<file path="src/include/annun_pkg.sv">
// shared constants and types for the alarm first-out and event log block
package annun_pkg;
	// channel count and event log shape
	localparam int NCH = 16;
	localparam int EV_DEPTH = 9;
	localparam int EV_W = 6;
	// clock rate and documented times
	localparam longint CLK_CYC_PER_MS = 200000;
	localparam longint TEST_HOLD_MS = 1000;
	localparam longint FAULT_HOLD_MS = 15000;
	localparam longint PROG_HOLD_MS = 1000;
	localparam longint BLINK_HALF_MS = 500;
	localparam longint TEST_HOLD_CYC = TEST_HOLD_MS * CLK_CYC_PER_MS;
	localparam longint FAULT_HOLD_CYC = FAULT_HOLD_MS * CLK_CYC_PER_MS;
	localparam longint PROG_HOLD_CYC = PROG_HOLD_MS * CLK_CYC_PER_MS;
	localparam longint BLINK_HALF_CYC = BLINK_HALF_MS * CLK_CYC_PER_MS;
	// register byte offsets
	localparam logic [7:0] REG_CTRL = 8'h00;
	localparam logic [7:0] REG_STATUS = 8'h04;
	localparam logic [7:0] REG_SEQPROG = 8'h08;
	localparam logic [7:0] REG_IRQ_STAT = 8'h0c;
	localparam logic [7:0] REG_IRQ_CLR = 8'h10;
	localparam logic [7:0] REG_IRQ_EN = 8'h14;
	localparam logic [7:0] REG_SLOG_IDX = 8'h18;
	localparam logic [7:0] REG_SLOG_DATA = 8'h1c;
	// control register bit positions
	localparam int CTRL_SIL = 0;
	localparam int CTRL_ACK = 1;
	localparam int CTRL_RST = 2;
	// interrupt bit positions
	localparam int IRQ_FIRST = 0;
	localparam int IRQ_EVENT = 1;
	localparam int IRQ_FAULT = 2;
	localparam int IRQ_REFUSE = 3;
	// relay slots
	localparam int RLY_REFLASH1 = 0;
	localparam int RLY_REFLASH2 = 1;
	localparam int RLY_SUPER = 2;
	localparam int RLY_AUDIBLE = 3;
	// display codes
	localparam logic [3:0] DIG_A = 4'ha;
	localparam logic [3:0] DIG_PROG = 4'hc;
	localparam logic [15:0] DIG_TEST = 16'h8888;
	// bus answers
	localparam logic [1:0] RESP_OK = 2'h0;
	localparam logic [1:0] RESP_SLVERR = 2'h2;
	typedef enum logic [1:0] {seq_idle, seq_silence, seq_ack, seq_reset} seq_e;
endpackage

</file>
<file path="src/verilog/press_timer.sv">
// push-button press edge and hold-time detector
`timescale 1ns/100ps
`default_nettype none
module press_timer #(
	parameter logic [31:0] HOLD1_CYC = 32'h0000_0001,
	parameter logic [31:0] HOLD2_CYC = 32'h0000_0001
) (
	input wire logic aclk,
	input wire logic aresetn,
	input wire logic button,
	output logic press,
	output logic hold1,
	output logic hold2
);
	typedef struct packed {
		logic prev;
		logic [31:0] cnt;
	} timer_s;
	timer_s st_q, st_d;

	// count held cycles, saturating at the longer hold
	always_comb begin
		st_d = st_q;
		st_d.prev = button;
		if (!button) begin
			st_d.cnt = 32'h0;
		end else if (st_q.cnt < HOLD2_CYC) begin
			st_d.cnt = st_q.cnt + 32'h1;
		end
		if (!aresetn) begin
			st_d = '0;
		end
	end

	always_ff @(posedge aclk) begin
		st_q <= st_d;
	end

	// press is one cycle on the rising level
	assign press = button & ~st_q.prev;
	assign hold1 = button && (st_q.cnt >= HOLD1_CYC);
	assign hold2 = button && (st_q.cnt >= HOLD2_CYC);
endmodule
`default_nettype wire

</file>
<file path="src/verilog/event_log.sv">
// nine-deep newest-first event store
`timescale 1ns/100ps
`default_nettype none
module event_log (
	input wire logic aclk,
	input wire logic aresetn,
	input wire logic push,
	input wire logic [annun_pkg::EV_W-1:0] push_data,
	input wire logic clear,
	input wire logic [3:0] rd_idx,
	output logic [annun_pkg::EV_W-1:0] rd_data,
	output logic [3:0] count
);
	typedef struct packed {
		logic [annun_pkg::EV_DEPTH-1:0][annun_pkg::EV_W-1:0] ent;
		logic [3:0] count;
	} log_s;
	log_s st_q, st_d;

	// clear first, then a push on the same cycle still lands
	always_comb begin
		st_d = st_q;
		if (clear) begin
			st_d = '0;
		end
		if (push) begin
			for (int i = annun_pkg::EV_DEPTH - 1; i > 0; i--) begin
				st_d.ent[i] = st_d.ent[i-1];
			end
			st_d.ent[0] = push_data;
			if (st_d.count < 4'(annun_pkg::EV_DEPTH)) begin
				st_d.count = st_d.count + 4'h1;
			end
		end
		if (!aresetn) begin
			st_d = '0;
		end
	end

	always_ff @(posedge aclk) begin
		st_q <= st_d;
	end

	// index 0 is the newest entry
	assign rd_data = (rd_idx < st_q.count) ? st_q.ent[rd_idx] : '0;
	assign count = st_q.count;
endmodule
`default_nettype wire

</file>
<file path="src/verilog/alarm_first_out_event_log.sv">
// annunciator front panel: first-out, silence/ack/reset sequence, event log, bus
`timescale 1ns/100ps
`default_nettype none
module alarm_first_out_event_log #(
	parameter logic [31:0] TEST_HOLD_CYC = 32'(annun_pkg::TEST_HOLD_CYC),
	parameter logic [31:0] FAULT_HOLD_CYC = 32'(annun_pkg::FAULT_HOLD_CYC),
	parameter logic [31:0] PROG_HOLD_CYC = 32'(annun_pkg::PROG_HOLD_CYC),
	parameter logic [31:0] BLINK_HALF_CYC = 32'(annun_pkg::BLINK_HALF_CYC)
) (
	input wire logic aclk,
	input wire logic aresetn,
	input wire logic [15:0] alarm_in,
	input wire logic reset_button,
	input wire logic readout_button,
	input wire logic channel_select_button,
	input wire logic value_select_button,
	input wire logic audible_silence_input,
	input wire logic ext_reset_input,
	input wire logic programming_blocked_position,
	input wire logic reflash_one_mode_jumper,
	input wire logic reflash_two_mode_jumper,
	input wire logic supervision_relay_mode_jumper,
	input wire logic audible_relay_mode_jumper,
	input wire logic [7:0] awaddr,
	input wire logic awvalid,
	output logic awready,
	input wire logic [31:0] wdata,
	input wire logic [3:0] wstrb,
	input wire logic wvalid,
	output logic wready,
	output logic [1:0] bresp,
	output logic bvalid,
	input wire logic bready,
	input wire logic [7:0] araddr,
	input wire logic arvalid,
	output logic arready,
	output logic [31:0] rdata,
	output logic [1:0] rresp,
	output logic rvalid,
	input wire logic rready,
	output logic [15:0] display_digits,
	output logic display_blank,
	output logic [15:0] channel_leds,
	output logic on_led,
	output logic fault_led,
	output logic silence_led,
	output logic ack_led,
	output logic reset_led,
	output logic prog_led,
	output logic reflash_one_contact,
	output logic reflash_two_contact,
	output logic supervision_contact,
	output logic audible_contact,
	output logic irq
);
	typedef struct packed {
		logic [15:0] alarm_prev;
		logic [15:0] latched;
		logic [15:0] unack;
		logic [15:0] pend;
		logic [15:0] flash_en;
		annun_pkg::seq_e seq;
		logic audible;
		logic first_armed;
		logic first_valid;
		logic [4:0] first_ch;
		logic [3:0] rd_pos;
		logic prog;
		logic op_hold_prev;
		logic [3:0] cursor;
		logic staged;
		logic fault;
		logic [1:0] ext_prev;
		logic [31:0] blink_cnt;
		logic blink;
		logic [3:0] irq_stat;
		logic [3:0] irq_en;
		logic [3:0] slog_idx;
		logic irq;
		logic [15:0] disp;
		logic disp_blank;
		logic [15:0] chan_led;
		logic [5:0] leds;
		logic [3:0] relay;
		logic aw_got;
		logic [7:0] aw_addr;
		logic w_got;
		logic [31:0] w_data;
		logic [3:0] w_strb;
		logic awready;
		logic wready;
		logic bvalid;
		logic [1:0] bresp;
		logic arready;
		logic rvalid;
		logic [31:0] rdata;
		logic [1:0] rresp;
	} top_s;
	top_s st_q, st_d;

	// lowest pending channel as number 1..16, zero when none
	function automatic logic [4:0] first_set(input logic [15:0] v);
		logic [4:0] r;
		r = 5'h0;
		for (int i = 15; i >= 0; i--) begin
			if (v[i]) begin
				r = 5'(i + 1);
			end
		end
		return r;
	endfunction

	// channel number to two decimal digits
	function automatic logic [7:0] to_bcd(input logic [4:0] n);
		logic [7:0] r;
		r = (n >= 5'd10) ? {4'h1, 4'(n - 5'd10)} : {4'h0, n[3:0]};
		return r;
	endfunction

	// byte-lane merge for a 16-bit register
	function automatic logic [15:0] merge16(input logic [15:0] old, input logic [15:0] nw,
		input logic [1:0] strb);
		logic [15:0] r;
		r = old;
		if (strb[0]) begin
			r[7:0] = nw[7:0];
		end
		if (strb[1]) begin
			r[15:8] = nw[15:8];
		end
		return r;
	endfunction

	logic rp_press, rp_hold1, rp_hold2, op_press, op_hold1, cp_press, vp_press;
	logic [15:0] rising;
	logic [4:0] log_ch;
	logic test_cond, prog_req, front, wr_fire, loc_clear;
	logic [5:0] loc_rd_data, ser_rd_data;
	logic [3:0] loc_count, ser_count, loc_rd_idx;

	press_timer #(.HOLD1_CYC(TEST_HOLD_CYC), .HOLD2_CYC(FAULT_HOLD_CYC)) u_reset_btn (
		.aclk(aclk), .aresetn(aresetn), .button(reset_button),
		.press(rp_press), .hold1(rp_hold1), .hold2(rp_hold2));
	press_timer #(.HOLD1_CYC(PROG_HOLD_CYC), .HOLD2_CYC(PROG_HOLD_CYC)) u_readout_btn (
		.aclk(aclk), .aresetn(aresetn), .button(readout_button),
		.press(op_press), .hold1(op_hold1), .hold2());
	press_timer u_chan_btn (
		.aclk(aclk), .aresetn(aresetn), .button(channel_select_button),
		.press(cp_press), .hold1(), .hold2());
	press_timer u_value_btn (
		.aclk(aclk), .aresetn(aresetn), .button(value_select_button),
		.press(vp_press), .hold1(), .hold2());

	// shared decode terms
	assign rising = alarm_in & ~st_q.alarm_prev;
	assign log_ch = first_set(st_q.pend);
	assign test_cond = rp_hold1 && (st_q.seq == annun_pkg::seq_idle) && (st_q.latched == 16'h0)
		&& !st_q.prog;
	assign prog_req = op_hold1 && !st_q.op_hold_prev && !st_q.prog;
	assign front = rp_press && !st_q.prog;
	assign wr_fire = st_q.aw_got && st_q.w_got && !st_q.bvalid;
	assign loc_clear = prog_req && !programming_blocked_position;
	assign loc_rd_idx = st_q.rd_pos - 4'h1;

	event_log u_local_log (
		.aclk(aclk), .aresetn(aresetn), .push(log_ch != 5'h0), .push_data({1'b1, log_ch}),
		.clear(loc_clear), .rd_idx(loc_rd_idx), .rd_data(loc_rd_data), .count(loc_count));
	// serial log, cleared by power loss only
	event_log u_serial_log (
		.aclk(aclk), .aresetn(aresetn), .push(log_ch != 5'h0), .push_data({1'b1, log_ch}),
		.clear(1'b0), .rd_idx(st_q.slog_idx), .rd_data(ser_rd_data), .count(ser_count));

	// next state of the whole block
	always_comb begin
		logic ctrl_sil, ctrl_ack, ctrl_rst, do_sil, do_ack, do_rst;
		logic [3:0] irq_set, irq_clr;
		logic [7:0] bcd;
		ctrl_sil = 1'b0;
		ctrl_ack = 1'b0;
		ctrl_rst = 1'b0;
		irq_set = 4'h0;
		irq_clr = 4'h0;
		bcd = 8'h0;
		do_sil = 1'b0;
		do_ack = 1'b0;
		do_rst = 1'b0;
		st_d = st_q;
		// bus write: address and data in either order
		if (awvalid && st_q.awready) begin
			st_d.aw_got = 1'b1;
			st_d.aw_addr = awaddr;
		end
		if (wvalid && st_q.wready) begin
			st_d.w_got = 1'b1;
			st_d.w_data = wdata;
			st_d.w_strb = wstrb;
		end
		if (bready && st_q.bvalid) begin
			st_d.bvalid = 1'b0;
		end
		if (wr_fire) begin
			st_d.aw_got = 1'b0;
			st_d.w_got = 1'b0;
			st_d.bvalid = 1'b1;
			st_d.bresp = annun_pkg::RESP_OK;
			unique case (st_q.aw_addr)
				annun_pkg::REG_CTRL: begin
					ctrl_sil = st_q.w_strb[0] && st_q.w_data[annun_pkg::CTRL_SIL];
					ctrl_ack = st_q.w_strb[0] && st_q.w_data[annun_pkg::CTRL_ACK];
					ctrl_rst = st_q.w_strb[0] && st_q.w_data[annun_pkg::CTRL_RST];
				end
				annun_pkg::REG_SEQPROG: st_d.flash_en = merge16(st_q.flash_en,
					st_q.w_data[15:0], st_q.w_strb[1:0]);
				annun_pkg::REG_IRQ_CLR: irq_clr = st_q.w_strb[0] ? st_q.w_data[3:0] : 4'h0;
				annun_pkg::REG_IRQ_EN: st_d.irq_en = st_q.w_strb[0] ? st_q.w_data[3:0] : st_q.irq_en;
				annun_pkg::REG_SLOG_IDX: st_d.slog_idx = st_q.w_strb[0] ? st_q.w_data[3:0] : st_q.slog_idx;
				annun_pkg::REG_STATUS, annun_pkg::REG_IRQ_STAT, annun_pkg::REG_SLOG_DATA: begin
				end
				default: st_d.bresp = annun_pkg::RESP_SLVERR;
			endcase
		end
		// bus read, one cycle to rvalid
		if (rready && st_q.rvalid) begin
			st_d.rvalid = 1'b0;
		end
		if (arvalid && st_q.arready) begin
			st_d.rvalid = 1'b1;
			st_d.rresp = annun_pkg::RESP_OK;
			st_d.rdata = 32'h0;
			unique case (araddr)
				annun_pkg::REG_CTRL, annun_pkg::REG_IRQ_CLR: begin
				end
				annun_pkg::REG_STATUS: st_d.rdata = {21'h0, st_q.fault, st_q.audible,
					2'(st_q.seq), st_q.prog, st_q.first_valid, st_q.first_ch};
				annun_pkg::REG_SEQPROG: st_d.rdata = {16'h0, st_q.flash_en};
				annun_pkg::REG_IRQ_STAT: st_d.rdata = {28'h0, st_q.irq_stat};
				annun_pkg::REG_IRQ_EN: st_d.rdata = {28'h0, st_q.irq_en};
				annun_pkg::REG_SLOG_IDX: st_d.rdata = {28'h0, st_q.slog_idx};
				annun_pkg::REG_SLOG_DATA: st_d.rdata = {22'h0, ser_count, ser_rd_data};
				default: st_d.rresp = annun_pkg::RESP_SLVERR;
			endcase
		end
		st_d.awready = !st_d.aw_got && !st_d.bvalid;
		st_d.wready = !st_d.w_got && !st_d.bvalid;
		st_d.arready = !st_d.rvalid;

		// external inputs act on their rising level
		st_d.ext_prev = {ext_reset_input, audible_silence_input};
		do_sil = (front && st_q.seq == annun_pkg::seq_silence) || ctrl_sil
			|| (audible_silence_input && !st_q.ext_prev[0]);
		do_ack = (front && st_q.seq == annun_pkg::seq_ack) || ctrl_ack
			|| (ext_reset_input && !st_q.ext_prev[1]);
		do_rst = (front && st_q.seq == annun_pkg::seq_reset) || ctrl_rst;
		// do the shown function and advance
		if (do_sil) begin
			st_d.audible = 1'b0;
			if (st_q.seq == annun_pkg::seq_silence) begin
				st_d.seq = annun_pkg::seq_ack;
			end
		end
		if (do_ack) begin
			st_d.audible = 1'b0;
			st_d.unack = 16'h0;
			if (st_q.seq == annun_pkg::seq_silence || st_q.seq == annun_pkg::seq_ack) begin
				st_d.seq = annun_pkg::seq_reset;
			end
		end
		if (do_rst) begin
			st_d.latched = st_q.latched & alarm_in;
			if (st_d.latched == 16'h0) begin
				st_d.seq = annun_pkg::seq_idle;
			end
		end
		// new alarms start their channels; set wins over clears
		st_d.alarm_prev = alarm_in;
		if (rising != 16'h0) begin
			st_d.latched = st_d.latched | rising;
			st_d.unack = st_d.unack | rising;
			st_d.audible = 1'b1;
			st_d.seq = annun_pkg::seq_silence;
		end
		// starts queue up, one logged per cycle
		st_d.pend = (st_q.pend & ~(16'h1 << (log_ch - 5'h1))) | rising;
		if (log_ch != 5'h0) begin
			irq_set[annun_pkg::IRQ_EVENT] = 1'b1;
		end
		// front button clears first-out and rearms
		if (front) begin
			st_d.first_valid = 1'b0;
			st_d.first_armed = 1'b1;
		end
		// first start after rearm is latched
		if (st_q.first_armed && log_ch != 5'h0) begin
			st_d.first_valid = 1'b1;
			st_d.first_armed = 1'b0;
			st_d.first_ch = log_ch;
			irq_set[annun_pkg::IRQ_FIRST] = 1'b1;
		end
		// step newest to oldest, then blank
		if (op_press && !st_q.prog) begin
			if (st_q.rd_pos == 4'h0) begin
				st_d.rd_pos = (loc_count != 4'h0) ? 4'h1 : 4'h0;
			end else if (st_q.rd_pos < loc_count) begin
				st_d.rd_pos = st_q.rd_pos + 4'h1;
			end else begin
				st_d.rd_pos = 4'h0;
			end
		end
		// local programming with the panel buttons
		if (st_q.prog) begin
			if (op_press) begin
				st_d.prog = 1'b0;
			end
			if (cp_press) begin
				st_d.cursor = st_q.cursor + 4'h1;
				st_d.staged = st_q.flash_en[st_q.cursor + 4'h1];
			end
			if (vp_press) begin
				st_d.staged = ~st_q.staged;
			end
			if (rp_press) begin
				st_d.flash_en[st_q.cursor] = st_q.staged;
			end
		end
		st_d.op_hold_prev = op_hold1;
		if (prog_req) begin
			if (programming_blocked_position) begin
				irq_set[annun_pkg::IRQ_REFUSE] = 1'b1;
			end else begin
				st_d.prog = 1'b1;
				st_d.rd_pos = 4'h0;
				st_d.cursor = 4'h0;
				st_d.staged = st_q.flash_en[0];
			end
		end
		// long hold drops supervision, lights fault
		st_d.fault = test_cond && rp_hold2;
		if (st_d.fault && !st_q.fault) begin
			irq_set[annun_pkg::IRQ_FAULT] = 1'b1;
		end
		// flash timebase
		st_d.blink_cnt = st_q.blink_cnt + 32'h1;
		if (st_q.blink_cnt >= BLINK_HALF_CYC - 32'h1) begin
			st_d.blink_cnt = 32'h0;
			st_d.blink = ~st_q.blink;
		end
		// sticky status, set wins over clear
		st_d.irq_stat = (st_q.irq_stat & ~irq_clr) | irq_set;
		st_d.irq = |(st_d.irq_stat & st_d.irq_en);

		st_d.chan_led = test_cond ? 16'hffff
			: (st_q.latched & ~(st_q.unack & st_q.flash_en & {16{~st_q.blink}}));
		st_d.leds = {1'b1, st_q.fault, test_cond || st_q.seq == annun_pkg::seq_silence,
			test_cond || st_q.seq == annun_pkg::seq_ack,
			test_cond || st_q.seq == annun_pkg::seq_reset, test_cond || st_q.prog};
		// display priority: test, programming, readout, first-out
		st_d.disp_blank = 1'b0;
		if (test_cond) begin
			st_d.disp = annun_pkg::DIG_TEST;
		end else if (st_q.prog) begin
			bcd = to_bcd(5'(st_q.cursor) + 5'h1);
			st_d.disp = {annun_pkg::DIG_PROG, bcd, 3'h0, st_q.staged};
		end else if (st_q.rd_pos != 4'h0) begin
			bcd = to_bcd(loc_rd_data[4:0]);
			st_d.disp = {st_q.rd_pos, 3'h0, loc_rd_data[5], bcd};
		end else if (st_q.first_valid) begin
			bcd = to_bcd(st_q.first_ch);
			st_d.disp = {annun_pkg::DIG_A, 4'h0, bcd};
		end else begin
			st_d.disp = 16'h0;
			st_d.disp_blank = 1'b1;
		end
		// energised state turned into contact by jumper
		st_d.relay[annun_pkg::RLY_REFLASH1] = (|st_q.unack[7:0]) ^ reflash_one_mode_jumper;
		st_d.relay[annun_pkg::RLY_REFLASH2] = (|st_q.unack[15:8]) ^ reflash_two_mode_jumper;
		st_d.relay[annun_pkg::RLY_SUPER] = ~st_q.fault ^ supervision_relay_mode_jumper;
		st_d.relay[annun_pkg::RLY_AUDIBLE] = st_q.audible ^ audible_relay_mode_jumper;
		// parameters survive reset like a non-volatile store
		if (!aresetn) begin
			st_d = '0;
			st_d.flash_en = st_q.flash_en;
			st_d.first_armed = 1'b1;
		end
	end

	always_ff @(posedge aclk) begin
		st_q <= st_d;
	end

	// outputs straight from state
	assign {on_led, fault_led, silence_led, ack_led, reset_led, prog_led} = st_q.leds;
	assign display_digits = st_q.disp;
	assign display_blank = st_q.disp_blank;
	assign channel_leds = st_q.chan_led;
	assign reflash_one_contact = st_q.relay[annun_pkg::RLY_REFLASH1];
	assign reflash_two_contact = st_q.relay[annun_pkg::RLY_REFLASH2];
	assign supervision_contact = st_q.relay[annun_pkg::RLY_SUPER];
	assign audible_contact = st_q.relay[annun_pkg::RLY_AUDIBLE];
	assign irq = st_q.irq;
	assign awready = st_q.awready;
	assign wready = st_q.wready;
	assign bvalid = st_q.bvalid;
	assign bresp = st_q.bresp;
	assign arready = st_q.arready;
	assign rvalid = st_q.rvalid;
	assign rdata = st_q.rdata;
	assign rresp = st_q.rresp;
endmodule
`default_nettype wire

</file>
<file path="config.mk">
export PLATFORM = sky130hd
export DESIGN_NAME = alarm_first_out_event_log
export DESIGN_NICKNAME = d
export VERILOG_FILES = /design/src/include/annun_pkg.sv /design/src/verilog/press_timer.sv /design/src/verilog/event_log.sv /design/src/verilog/alarm_first_out_event_log.sv
export SDC_FILE = /design/constraint.sdc
export NUM_CORES = 1
export LEC_CHECK = 0
export ABC_CLOCK_PERIOD_IN_PS = 4100
export BUFFER_PORTS_ARGS = -buffer_cell sky130_fd_sc_hd__buf_2
export CAP_MARGIN = 15
export CORE_ASPECT_RATIO = 0.9
export CORE_MARGIN = 5
export CORE_UTILIZATION = 42
export CTS_CLUSTER_SIZE = 12
export DETAILED_ROUTE_END_ITERATION = 8
export GPL_TIMING_DRIVEN = 0
export RECOVER_POWER = 100
export SLEW_MARGIN = 10
export SYNTH_ARGS = -nofsm -noshare
export SYNTH_HDL_FRONTEND = slang
export SYNTH_HIERARCHICAL = 1
export SYNTH_SLANG_ARGS = --single-unit
export TNS_END_PERCENT = 30
</file>
<file path="constraint.sdc">
create_clock -name aclk -period 4.1 [get_ports aclk]
set_clock_uncertainty 0.1 [all_clocks]
set_input_delay 0.41 -clock aclk [delete_from_list [all_inputs] [get_ports aclk]]
set_output_delay 0.41 -clock aclk [all_outputs]
set_load 0.05 [all_outputs]
</file>
# Word level (Yosys, flattened, before mapping)
# Cells that the tools add are included.
[totals]
word_cells = 334
inputBits = 86
out_inout_bits = 85
reg_bits = 464
[op_classes]
n_addsub = 13
muxes = 101
shifts = 1
n_bitwise = 32
eq_ne = 17
order_cmp = 19
reduce_logical = 80
[op_table]
columns = ["operator", "count"]
rows = [
  ["$mux 16", 11],
  ["$mux 5", 25],
  ["$mux 58", 2],
  ["$mux 97", 1],
  ["$add 32x1->32 const B", 3],
  ["$and 16x16->16", 6],
  ["$pmux 16 s6", 1],
  ["$eq 8x5->1 const B", 8],
  ["$ge 32x28->1 const B", 2],
  ["$bmux 6 s4", 2],
  ["$not 16->16", 3],
  ["$or 16x16->16", 3],
  ["$mux 4", 11],
  ["$mux 37", 1],
  ["$mux 35", 1],
  ["$eq 8x4->1 const B", 4],
  ["$ge 32x27->1 const B", 1],
  ["$ge 32x32->1 const B", 1],
  ["$logic_and 1x1->1", 32],
  ["$logic_not 16->1", 2],
  ["$lt 32x28->1 const B", 1],
  ["$lt 32x32->1 const B", 1],
  ["$mux 32", 1],
  ["$reduce_or 8->1", 4],
  ["other kinds (45)", 136],
]

# Logic depth before layout (Yosys ltp)
# Gate-level depths: netlist of the first run.
[depth]
word_depth = 22
ltp_mapped = 15
ltp_nobuf = 15

# Cells and area by module
# Netlist of the first run, hierarchy kept.
[by_module_without_submodules]
columns = ["module", "instances", "area_per_inst_um2", "seq_area_each_um2", "cells_each"]
rows = [
  ["alarm_first_out_event_log", 1, 10955.5, 5004.8, 1275],
  ["event_log", 2, 2642.5, 1161.1, 237],
  ["press_timer at u_chan_btn ...", 2, 1097.3, 660.6, 100],
  ["press_timer at u_reset_btn", 1, 1845.5, 660.6, 231],
  ["press_timer at u_readout_btn", 1, 1549.0, 660.6, 171],
]

# Worst setup path after synthesis of the first run
# Ideal clock, no wire load.
[synth_timing]
path_type = "flip-flop to flip-flop"
start = "register, netlist name st_q[186]"
end = "register st_q (netlist bit display_digits[2])"
path_stages_with_launch = 15
setup_ps = 117
path_buffers = 1
arrival_ps = 2904
required_ps = 3883
period_less_slack_ps = 3122
slack_ps = 978
path_cell_list = "dfxtp_1 inv_1 ha_1 inv_1 buf_1 mux4_2 mux2_2 a22o_1 inv_1 ha_1 o31ai_1 a21oi_1 mux2i_1 a22oi_1 nor2_1"
[synth_lines]
columns = ["element", "line", "rtl"]
rows = [
  ["to (signal assigned)", "alarm_first_out_event_log.sv:387", "st_q <= st_d;"],
  ["to (decl)", "alarm_first_out_event_log.sv:99", "top_s st_q, st_d;"],
]

# Worst setup path in the final report of the first run
[layout_timing]
start = "register u_reset_btn/st_q[21] (netlist bit)"
end = "register st_q (netlist bit irq)"
[layout_between]
elab_chain_cells = 11
word_cells_on_any_way = 13
classes_between = "2 x order compare; 1 x mux; 2 x bitwise; 8 x reduce/logical"
[layout_rtl]
columns = ["element", "line", "rtl"]
rows = [
  ["from (decl)", "press_timer.sv:19", "timer_s st_q, st_d;"],
  ["from (signal assigned)", "press_timer.sv:36", "st_q <= st_d;"],
  ["$ge 32x28->1", "press_timer.sv:41", "assign hold1 = button && (st_q.cnt >= HOLD1_CYC);"],
  ["$logic_and 1x1->1", "press_timer.sv:41", ""],
  ["net rp_hold1", "alarm_first_out_event_log.sv:134", "logic rp_press, rp_hold1, rp_hold2, op_press, op_hold1, cp_press, vp_press;"],
  ["$logic_and 1x1->1 (2 in series)", "alarm_first_out_event_log.sv:157", "assign test_cond = rp_hold1 && (st_q.seq == annun_pkg::seq_idle) && (st_q.latched == 16'h0)"],
  ["$logic_and 1x1->1", "alarm_first_out_event_log.sv:158", "&& !st_q.prog;"],
  ["$logic_and 1x1->1", "alarm_first_out_event_log.sv:337", "st_d.fault = test_cond && rp_hold2;"],
  ["$logic_and 1x1->1", "alarm_first_out_event_log.sv:338", "if (st_d.fault && !st_q.fault) begin"],
  ["$mux 1", "alarm_first_out_event_log.sv:338", ""],
  ["$or 4x4->4", "alarm_first_out_event_log.sv:348", "st_d.irq_stat = (st_q.irq_stat & ~irq_clr) | irq_set;"],
  ["$and 4x4->4", "alarm_first_out_event_log.sv:349", "st_d.irq = |(st_d.irq_stat & st_d.irq_en);"],
  ["$reduce_or 4->1", "alarm_first_out_event_log.sv:349", ""],
]
# The timed path passes the listed nets, and every way through them passes these cells.
# A chain may end at the register's enable or synchronous reset.

==> results of run 1 <==
-- critical path, cell delays in order (launching register included) --
cell and delay (ns):
dfxtp_1 0.45, and3_1 0.19, clkbuf_1 0.22, and4b_1 0.22
o21ai_0 0.08, a31oi_1 0.33, nor4b_1 0.68, nand4b_1 0.62
o2bb2ai_1 0.38, a2bb2o_1 0.20, a221o_1 0.22
-- per-stage QoR --
stage	util	cell area, um2
floorplan	-	19820
global placement	0.4566	21250
detailed placement	0.4566	21250
CTS	0.4984	23200
global route	0.4952	23050
finish	0.4954	23060
-- per-layer routing --
layer / global-route usage / wire, um
met1: 0.3013 / 25940
met2: 0.3366 / 25710
met3: 0.03970 / 3913
met4: 0.05413 / 1225
met5: 0 / 0
-- state kept, by name (all words and copies together) (netlist names), 4 cells and up --
signal,flops
u_readout_btn/st_q,33
display_digits,14
channel_leds,16
u_local_log/st_q,54
u_reset_btn/st_q,33
st_q,177
u_local_log/count,4
u_serial_log/st_q,54
rdata,16
u_serial_log/count,4
-- area by class of cell --
type	count	area share
plain buffers	183	0.04569
multi-input cells	1514	0.4229
clock inverters	9	0.005046
repair buffers	181	0.04639
inverters	68	0.01107
diodes	5	0.0005426
well taps	616	0.03342
clock buffers	70	0.05817
flip-flops and latches	426	0.3768
-- where the power goes --
group          internal [W]  total, W  switching [W]
logic              0.000434   0.00113       0.000700
registers           0.00432   0.00447       0.000148
clock network       0.00237   0.00407        0.00169
total               0.00713   0.00967        0.00254
-- placed cells by master, fill, tap and decap left out, types with 27 or more instances in the layout --
cell type        n
clkbuf_1       169
buf_2           71
nor2_1         265
a21oi_1        149
nor3_1          27
nor2b_1         31
nand2_1        216
conb_1          31
xor2_1          37
dlygate4sd3_1   49
inv_1           68
dfxtp_1        410
xnor2_1         32
nand4_1         30
and3_1          28
o21ai_0         81
buf_4           77
nand3_1         42
mux2i_1        128
nand2b_1        31
clkbuf_16       46
-- timing repair --
item / 4_1_cts / 5_1_grt
hold buffers: 49 / 0
endpoints found under the setup margin: 0 / 2
endpoints found under the hold margin: 52 / 0
resized for setup: 0 / 1
-- how the worst min path moves through the flow --
stage                                       startpoint         to  depth (start not counted)
final                                           bready     bvalid                          3
after global routing      programming_blocked_position  st_q[142]                          3
after CTS                                       bready     bvalid                          3
after detailed placement                     st_q[264]  st_q[216]                          1
after global placement                       st_q[264]  st_q[216]                          1
after floorplan                              st_q[264]  st_q[216]                          1
==> results.sh, run 1 <==
export IMPL_status="finished, violations left"
export IMPL_violations="max-capacitance violations, max-slew violations"
export IMPL_grt_usage=0.2127
export IMPL_gr_total_overflow=0
export IMPL_die_w_um=238.4
export IMPL_drtIter0Drc=1630
export IMPL_clk_pin_slew_ns=0.06
export IMPL_r2r_setup_slack_ns=0.33
export IMPL_wl_per_cell_um=18.49
export IMPL_powerDensity_nw_per_um2=419.2
export IMPL_clockRootBuffer="clkbuf_16"
export IMPL_syn_inst=2162
export IMPL_synthesis_area_um2=19710
export IMPL_finalMaxSlewViolations=9
export IMPL_insertion_delay_ns=0.58
export IMPL_num_vias=16710
export IMPL_cap_violations=1
export IMPL_crit_type="reg -> reg"
export IMPL_die_y_um=215.5
export IMPL_finalHoldViolCount=0
export IMPL_worstMarginPinSlew_ns=1.656
export IMPL_crit_arrival_ns=4.16
export IMPL_h_tree_depth=2
export IMPL_worstReg2RegStart="u_reset_btn/st_q[21]"
export IMPL_worst_hold_path_type="in -> reg"
export IMPL_fin_tns_setup_ns=0
export IMPL_core_area_um2=46540
export IMPL_grt_pass1_wl_um=88690
export IMPL_post_cts_buffers=0
export IMPL_power_leakage_nw=9.332
export IMPL_vias_per_cell=5.440
export IMPL_antenna_left=0
export IMPL_rr_worst_depth=10
export IMPL_dieArea_um2=51370
export IMPL_fmax_ghz=0.2652
export IMPL_port_buffers=132
export IMPL_syn_avg_cell_area_um2=9.117
export IMPL_rsz0062_at_grt="false"
export IMPL_start_util=0.4235
export IMPL_antenna_found_initial=4
export IMPL_drt_total_wl_um=56790
export IMPL_ir_drop_v=0.0002755
export IMPL_timing_final_crit_share=0.9198
export IMPL_rows=75
export IMPL_cts_num_sinks=426
export IMPL_final_layout_size_suffix_gt1_frac=0.1138
export IMPL_cts_buffers_inserted=46
export IMPL_tritoncts="built"
export IMPL_crit_end="irq"
export IMPL_power_w=0.009666
export IMPL_ctsLongestPathBuffers=3
export IMPL_layout_area_seq_um2=8688
export IMPL_relSlewSlack=-0.1127
export IMPL_end_kind="register"
export IMPL_worstPathMaxFanout=9
export IMPL_finalSetupViolCount=0
export IMPL_period_needed_ns=3.771
export IMPL_place_inst=2939
export IMPL_critPathRequiredTime_ns=4.49
export IMPL_hold_ws_ns=0.04533
export IMPL_r2r_end="irq"
export IMPL_crit_path_start="u_reset_btn/st_q[21]"
export IMPL_place_gp_congestion=0.9074
export IMPL_ys_warnings_count=6
export IMPL_num_io_pins=171
export IMPL_stdcell_count=3072
export IMPL_grt_max_degree=43
export IMPL_grt_pass1_vias=16210
export IMPL_start_kind="register"
export IMPL_fin_ws_ns=0.3289
export IMPL_fin_nets=2530
export IMPL_fill_cells=4472
export IMPL_area_growth_pct=16.99
export IMPL_firstDrtPassIters=7
export IMPL_drcViolationCount=0
export IMPL_multi_input_area_um2=9752
export IMPL_pre_cts_slack_ns=0.1757
export IMPL_place_hpwl_um=41410
No activity file was read; power rests on OpenSTA's default activity.
==> run 2, diff against run 1 <==
- SYNTH_HIERARCHICAL: 1 -> not set
==> results.sh, run 2 <==
export IMPL_synth_top_area_frac=0.4313
export IMPL_power_leakage_nw=8.096
export IMPL_rows=74
export IMPL_fmax_ghz=0.2570
export IMPL_wl_per_cell_um=18.08
export IMPL_final_cell_mix="nand2_1 (454), dfxtp_1 (410), a21oi_1 (251), nor2_1 (187), clkbuf_1 (171)"
export IMPL_h_tree_depth=2
export IMPL_worstPathMaxFanout=10
export IMPL_critPathRequiredTime_ns=4.44
export IMPL_rsz0062_at_grt="false"
export IMPL_synth_most_common_cell="nand2_1"
export IMPL_synth_xor_area_share=0.04142
export IMPL_final_layout_size_suffix_gt1_frac=0.1037
export IMPL_fin_nets=2599
export IMPL_hold_depth=3
export IMPL_port_buffers=132
export IMPL_worstMarginPinSlew_ns=1.832
export IMPL_clockRootBuffer="clkbuf_16"
export IMPL_vias_per_cell=5.343
export IMPL_drcViolationCount=0
export IMPL_pre_cts_slack_ns=-0.1657
export IMPL_end_kind="register"
export IMPL_ctsLongestPathBuffers=3
export IMPL_synthTopCellsByCount="nand2_1 (454), dfxtp_1 (410), a21oi_1 (249)"
export IMPL_finalMaxSlewViolations=33
export IMPL_antenna_left=0
export IMPL_powerDensity_nw_per_um2=417.6
export IMPL_antenna_found_initial=3
export IMPL_synthAdderAreaFrac=0.01841
export IMPL_async_reset_ff_frac=0
export IMPL_start_kind="register"
export IMPL_violations="max-capacitance violations, max-slew violations"
export IMPL_crit_type="reg -> reg"
export IMPL_cap_violations=2
export IMPL_yosys_area_top_type="dfxtp_1"
export IMPL_firstDrtPassIters=6
export IMPL_start_util=0.4221
export IMPL_gr_total_overflow=0
export IMPL_cts_num_sinks=426
export IMPL_top_regs="st_q: 177 flops, u_local_log.st_q: 54 flops, u_serial_log.st_q: 54 flops"
export IMPL_place_hpwl_um=41600
export IMPL_syn_inst=2236
export IMPL_grt_pass1_wl_um=88490
export IMPL_multi_input_area_um2=9146
export IMPL_dieArea_um2=49670
export IMPL_max_flop_register="st_q"
export IMPL_synth_seq_area_share=0.4565
export IMPL_tritoncts="built"
export IMPL_crit_arrival_ns=4.23
export IMPL_num_vias=16710
export IMPL_synthSimpleGateAreaFrac=0.2272
export IMPL_fin_ws_ns=0.2090
export IMPL_synth_top_flop_cell="dfxtp_1"
export IMPL_rr_worst_depth=9
export IMPL_yosys_top_cells_area="dfxtp_1 (43%), nand2_1 (9.0%), a21oi_1 (6.5%)"
export IMPL_status="finished, violations left"
export IMPL_ys_warnings_count=0
export IMPL_cts_buffers_inserted=46
export IMPL_final_cell_area_um2=22260
export IMPL_finalSetupViolCount=0
export IMPL_drtIter0Drc=1462
export IMPL_layout_area_seq_um2=8688
export IMPL_clk_pin_slew_ns=0.06
export IMPL_num_io_pins=171
export IMPL_synth_compound_area_frac=0.1381
export IMPL_drt_total_wl_um=56550
export IMPL_area_growth_pct=16.98
export IMPL_largest_register_ffs=177
export IMPL_dpl_cell_area_um2=20540
export IMPL_ir_drop_v=0.0002525
export IMPL_ys_types=83
export IMPL_fill_cells=4353
export IMPL_grt_usage=0.2239
export IMPL_timing_final_crit_share=0.9490
export IMPL_grt_max_degree=24
export IMPL_die_w_um=234.4
export IMPL_period_needed_ns=3.891
export IMPL_synth_top_family_by_area="simple AND/OR/NAND/NOR gates"
export IMPL_synth_edff_count=16
export IMPL_synth_area_mux_share=0.05490
export IMPL_place_gp_congestion=0.9144
export IMPL_post_cts_buffers=0
export IMPL_hold_ws_ns=0.03037
export IMPL_final_common_cell="nand2_1"
export IMPL_grt_pass1_vias=15980
export IMPL_die_y_um=211.9
export IMPL_finalHoldViolCount=0
export IMPL_relSlewSlack=-0.2216
export IMPL_worst_hold_path_type="in -> reg"
export IMPL_syn_avg_cell_area_um2=8.511
export IMPL_synth_seq_cells=426
export IMPL_core_area_um2=45090
export IMPL_insertion_delay_ns=0.57
export IMPL_synthesis_area_um2=19030
## run 2: per-stage QoR
stage | power [W] | setup TNS, ns | std cells | utilization
floorplan | 0.005051 | 0 | 2260 | -
global placement | 0.005329 | -0.1957 | 3000 | 0.4556
detailed placement | 0.005344 | -0.2920 | 3000 | 0.4556
CTS | 0.009381 | 0 | 3126 | 0.4976
global route | 0.009654 | 0 | 3127 | 0.4936
finish | 0.009297 | 0 | 3128 | 0.4937
## run 2: cells by family (layout without fill, tap and decap cells)
group	after synthesis	count (layout)
simple gates	943	943
compound gates	439	439
flops	426	426
buf+inv	241	499
xor+xnor	90	90
mux	68	68
fa+ha+maj	28	28
other cells	1	27
## run 2: repair_timing
| action | in CTS | in global routing |
|---|---|---|
| pin swaps | 0 | 0 |
| hold endpoints to repair | 45 | 0 |
| resized for setup | 2 | 2 |
| endpoints found under the setup margin | 3 | 3 |
| hold buffers | 45 | 0 |
## run 2: power by group
group | total, W | internal, W | switching, W | leakage (nW)
sequential | 0.00445 | 0.00431 | 0.000139 | 3.50
clock | 0.00400 | 0.00231 | 0.00169 | 0.709
combinational | 0.000853 | 0.000293 | 0.000559 | 3.89
## run 2: layout make-up
| type | count | area share |
|---|---|---|
| flip-flops and latches | 426 | 0.3903 |
| repair buffers | 177 | 0.04620 |
| well taps | 608 | 0.03417 |
| clock buffers | 71 | 0.06188 |
| clock inverters | 10 | 0.002698 |
| inverters | 65 | 0.01096 |
| diodes | 2 | 0.0002248 |
| plain buffers | 176 | 0.04272 |
| multi-input cells | 1593 | 0.4109 |
## run 2: worst paths after layout
| kind | slack (ns) | to | start |
|---|---|---|---|
| worst max-delay path | 0.21 | channel_leds[15] | u_reset_btn.st_q[10] |
| worst min-delay path | 0.03 | st_q[45] | wdata[0] |
| worst max register to register | 0.21 | channel_leds[15] | u_reset_btn.st_q[10] |
| worst min register to register | 0.35 | wready | st_q[77] |
## run 2: worst max-delay path, stage by stage (launching register included)
cell	delay [ns]
dfxtp_1	0.36
or4_1	0.53
o21ai_0	0.17
a21oi_1	0.11
o311a_1	0.32
o21ai_0	1.20
nand2b_1	0.31
buf_4	0.22
clkbuf_1	0.32
nand2_1	0.11
## run 2: routing by layer
metal  global-route usage  vias up  routed length [um]
met5                    0        -                  13
li1                     -     8117                   -
met1               0.3258     7882               26430
met2               0.3395      610               24290
met4              0.06804        2                1593
met3              0.04184      102                4217
==> run 3, diff against run 2 <==
- ABC_CLOCK_PERIOD_IN_PS: 4100 -> 4000
- clock period: 4.1 -> 4 ns (I/O delays scaled with it)
==> results.sh, run 3 (synthesis gave the netlist of run 2 again) <==
export IMPL_status="finished, violations left"
export IMPL_violations="max-capacitance violations, max-slew violations"
export IMPL_die_y_um=211.9
export IMPL_wl_met3_um=4176
export IMPL_drt_total_wl_um=56620
export IMPL_end_kind="register"
export IMPL_area_growth_pct=17.08
export IMPL_final_common_cell="nand2_1"
export IMPL_drtIter0Drc=1616
export IMPL_crit_arrival_ns=4.16
export IMPL_firstDrtPassIters=6
export IMPL_finalMaxSlewViolations=33
export IMPL_power_leakage_nw=8.104
export IMPL_vias_per_cell=5.363
export IMPL_ir_drop_v=0.0002595
export IMPL_wl_per_cell_um=18.09
export IMPL_top_regs="st_q: 177 flops, u_local_log.st_q: 54 flops, u_serial_log.st_q: 54 flops"
export IMPL_final_layout_size_suffix_gt1_frac=0.1044
export IMPL_post_cts_buffers=0
export IMPL_grt_usage=0.2239
export IMPL_antenna_found_initial=3
export IMPL_insertion_delay_ns=0.58
export IMPL_crit_path_start="st_q[186]"
export IMPL_crit_type="reg -> reg"
export IMPL_largest_register_ffs=177
export IMPL_routed_top_layer="met5"
export IMPL_worstPathMaxFanout=10
export IMPL_num_io_pins=171
export IMPL_r2r_setup_slack_ns=0.23
export IMPL_fin_nets=2600
export IMPL_start_kind="register"
export IMPL_hold_depth=3
export IMPL_cts_buffers_inserted=46
export IMPL_worstMarginPinSlew_ns=1.794
export IMPL_post_route_util=0.4941
export IMPL_start_util=0.4221
export IMPL_drcViolationCount=0
export IMPL_gr_total_overflow=0
export IMPL_port_buffers=132
export IMPL_dpl_cell_area_um2=20540
export IMPL_worst_hold_path_type="in -> reg"
export IMPL_dieArea_um2=49670
export IMPL_place_hpwl_um=41600
export IMPL_max_flop_register="st_q"
export IMPL_period_needed_ns=3.769
export IMPL_final_cell_area_um2=22280
export IMPL_worstReg2RegStart="st_q[186]"
export IMPL_relSlewSlack=-0.1961
export IMPL_finalHoldViolCount=0
export IMPL_clk_pin_slew_ns=0.06
export IMPL_timing_final_crit_share=0.9422
export IMPL_grt_pass1_wl_um=88480
export IMPL_clockRootBuffer="clkbuf_16"
export IMPL_fmax_ghz=0.2653
export IMPL_dr_wl_met2_um=24250
export IMPL_wl_met1_um=26550
export IMPL_tritoncts="built"
export IMPL_critPathRequiredTime_ns=4.39
export IMPL_h_tree_depth=2
export IMPL_final_cell_mix="nand2_1 (454), dfxtp_1 (410), a21oi_1 (251), nor2_1 (187), clkbuf_1 (170)"
export IMPL_num_vias=16780
export IMPL_fill_cells=4344
export IMPL_layout_area_seq_um2=8688
export IMPL_place_gp_congestion=0.9144
export IMPL_core_area_um2=45090
export IMPL_ctsLongestPathBuffers=3
export IMPL_multi_input_area_um2=9151
export IMPL_rsz0062_at_grt="false"
export IMPL_cts_num_sinks=426
export IMPL_rows=74
export IMPL_grt_max_degree=24
export IMPL_rr_worst_depth=15
export IMPL_cap_violations=3
export IMPL_hold_path_startpoint="wdata[1]"
export IMPL_powerDensity_nw_per_um2=428.0
export IMPL_fin_tns_setup_ns=0
export IMPL_grt_pass1_vias=15970
export IMPL_antenna_left=0
export IMPL_power_w=0.009537
export IMPL_finalSetupViolCount=0
export IMPL_die_w_um=234.4
run 3: cell count changes in the layout (fill, tap and decap cells not counted):
cell	before	now
buf_6	2	3
or2_1	2	1
dlygate4sd3_1	45	46
a2111oi_2	1	2
or2_0	0	1
clkbuf_1	171	170
buf_4	70	69
clkbuf_2	0	1
a2111oi_1	2	1
run 3: layout make-up:
type / count / area share
multi-input combinational: 1593 / 0.4107
antenna: 2 / 0.0002246
buffer: 176 / 0.04290
timing repair buffer: 178 / 0.04661
inverter: 65 / 0.01095
clock inverter: 10 / 0.002695
tap: 608 / 0.03414
clock buffer: 71 / 0.06183
sequential: 426 / 0.3899
run 3: stage by stage:
stage          worst slack [ns]  std cells  hold WS (ns)
6_report                 0.2312       3129       0.03054
5_1_grt                 0.03163       3128       0.02359
4_1_cts                 0.01093       3127     0.0001478
3_5_place_dp            -0.2657       3000        0.3458
3_3_place_gp            -0.2258       3000        0.3317
2_1_floorplan            0.6809       2260        0.3175
run 3: final timing paths:
| check | to |
|---|---|
| worst min-delay path | st_q[46] |
| worst max-delay path | display_digits[1] |
| worst max register to register | display_digits[1] |
| worst min register to register | wready |
run 3: per-layer routing:
layer	vias up	track usage
met5	-	0
met4	2	0.06804
met3	104	0.04184
met2	637	0.3396
met1	7927	0.3256
li1	8111	-
run 3: critical path, cell delays in order, from the launching register on:
cell	delay, ns
dfxtp_1	0.38
buf_6	0.21
buf_6	0.19
inv_1	0.12
ha_1	0.42
buf_6	0.21
inv_1	0.12
ha_1	0.31
a2111oi_2	0.07
nor3_2	0.41
or2_0	0.24
ha_1	0.20
inv_1	0.05
a21o_1	0.20
a311o_1	0.33
a21oi_1	0.14
run 3: report_power, final:
group / total (W) / switching, W / internal, W
clock: 0.00410 / 0.00174 / 0.00236
combinational: 0.000877 / 0.000574 / 0.000303
sequential: 0.00456 / 0.000142 / 0.00442
run 3: timing repair:
| item | 4_1_cts | 5_1_grt |
|---|---|---|
| endpoints found under the hold margin | 48 | 0 |
| endpoints found under the setup margin | 3 | 4 |
| hold buffers | 46 | 0 |
| pin swaps | 0 | 1 |
| resized for setup | 2 | 4 |
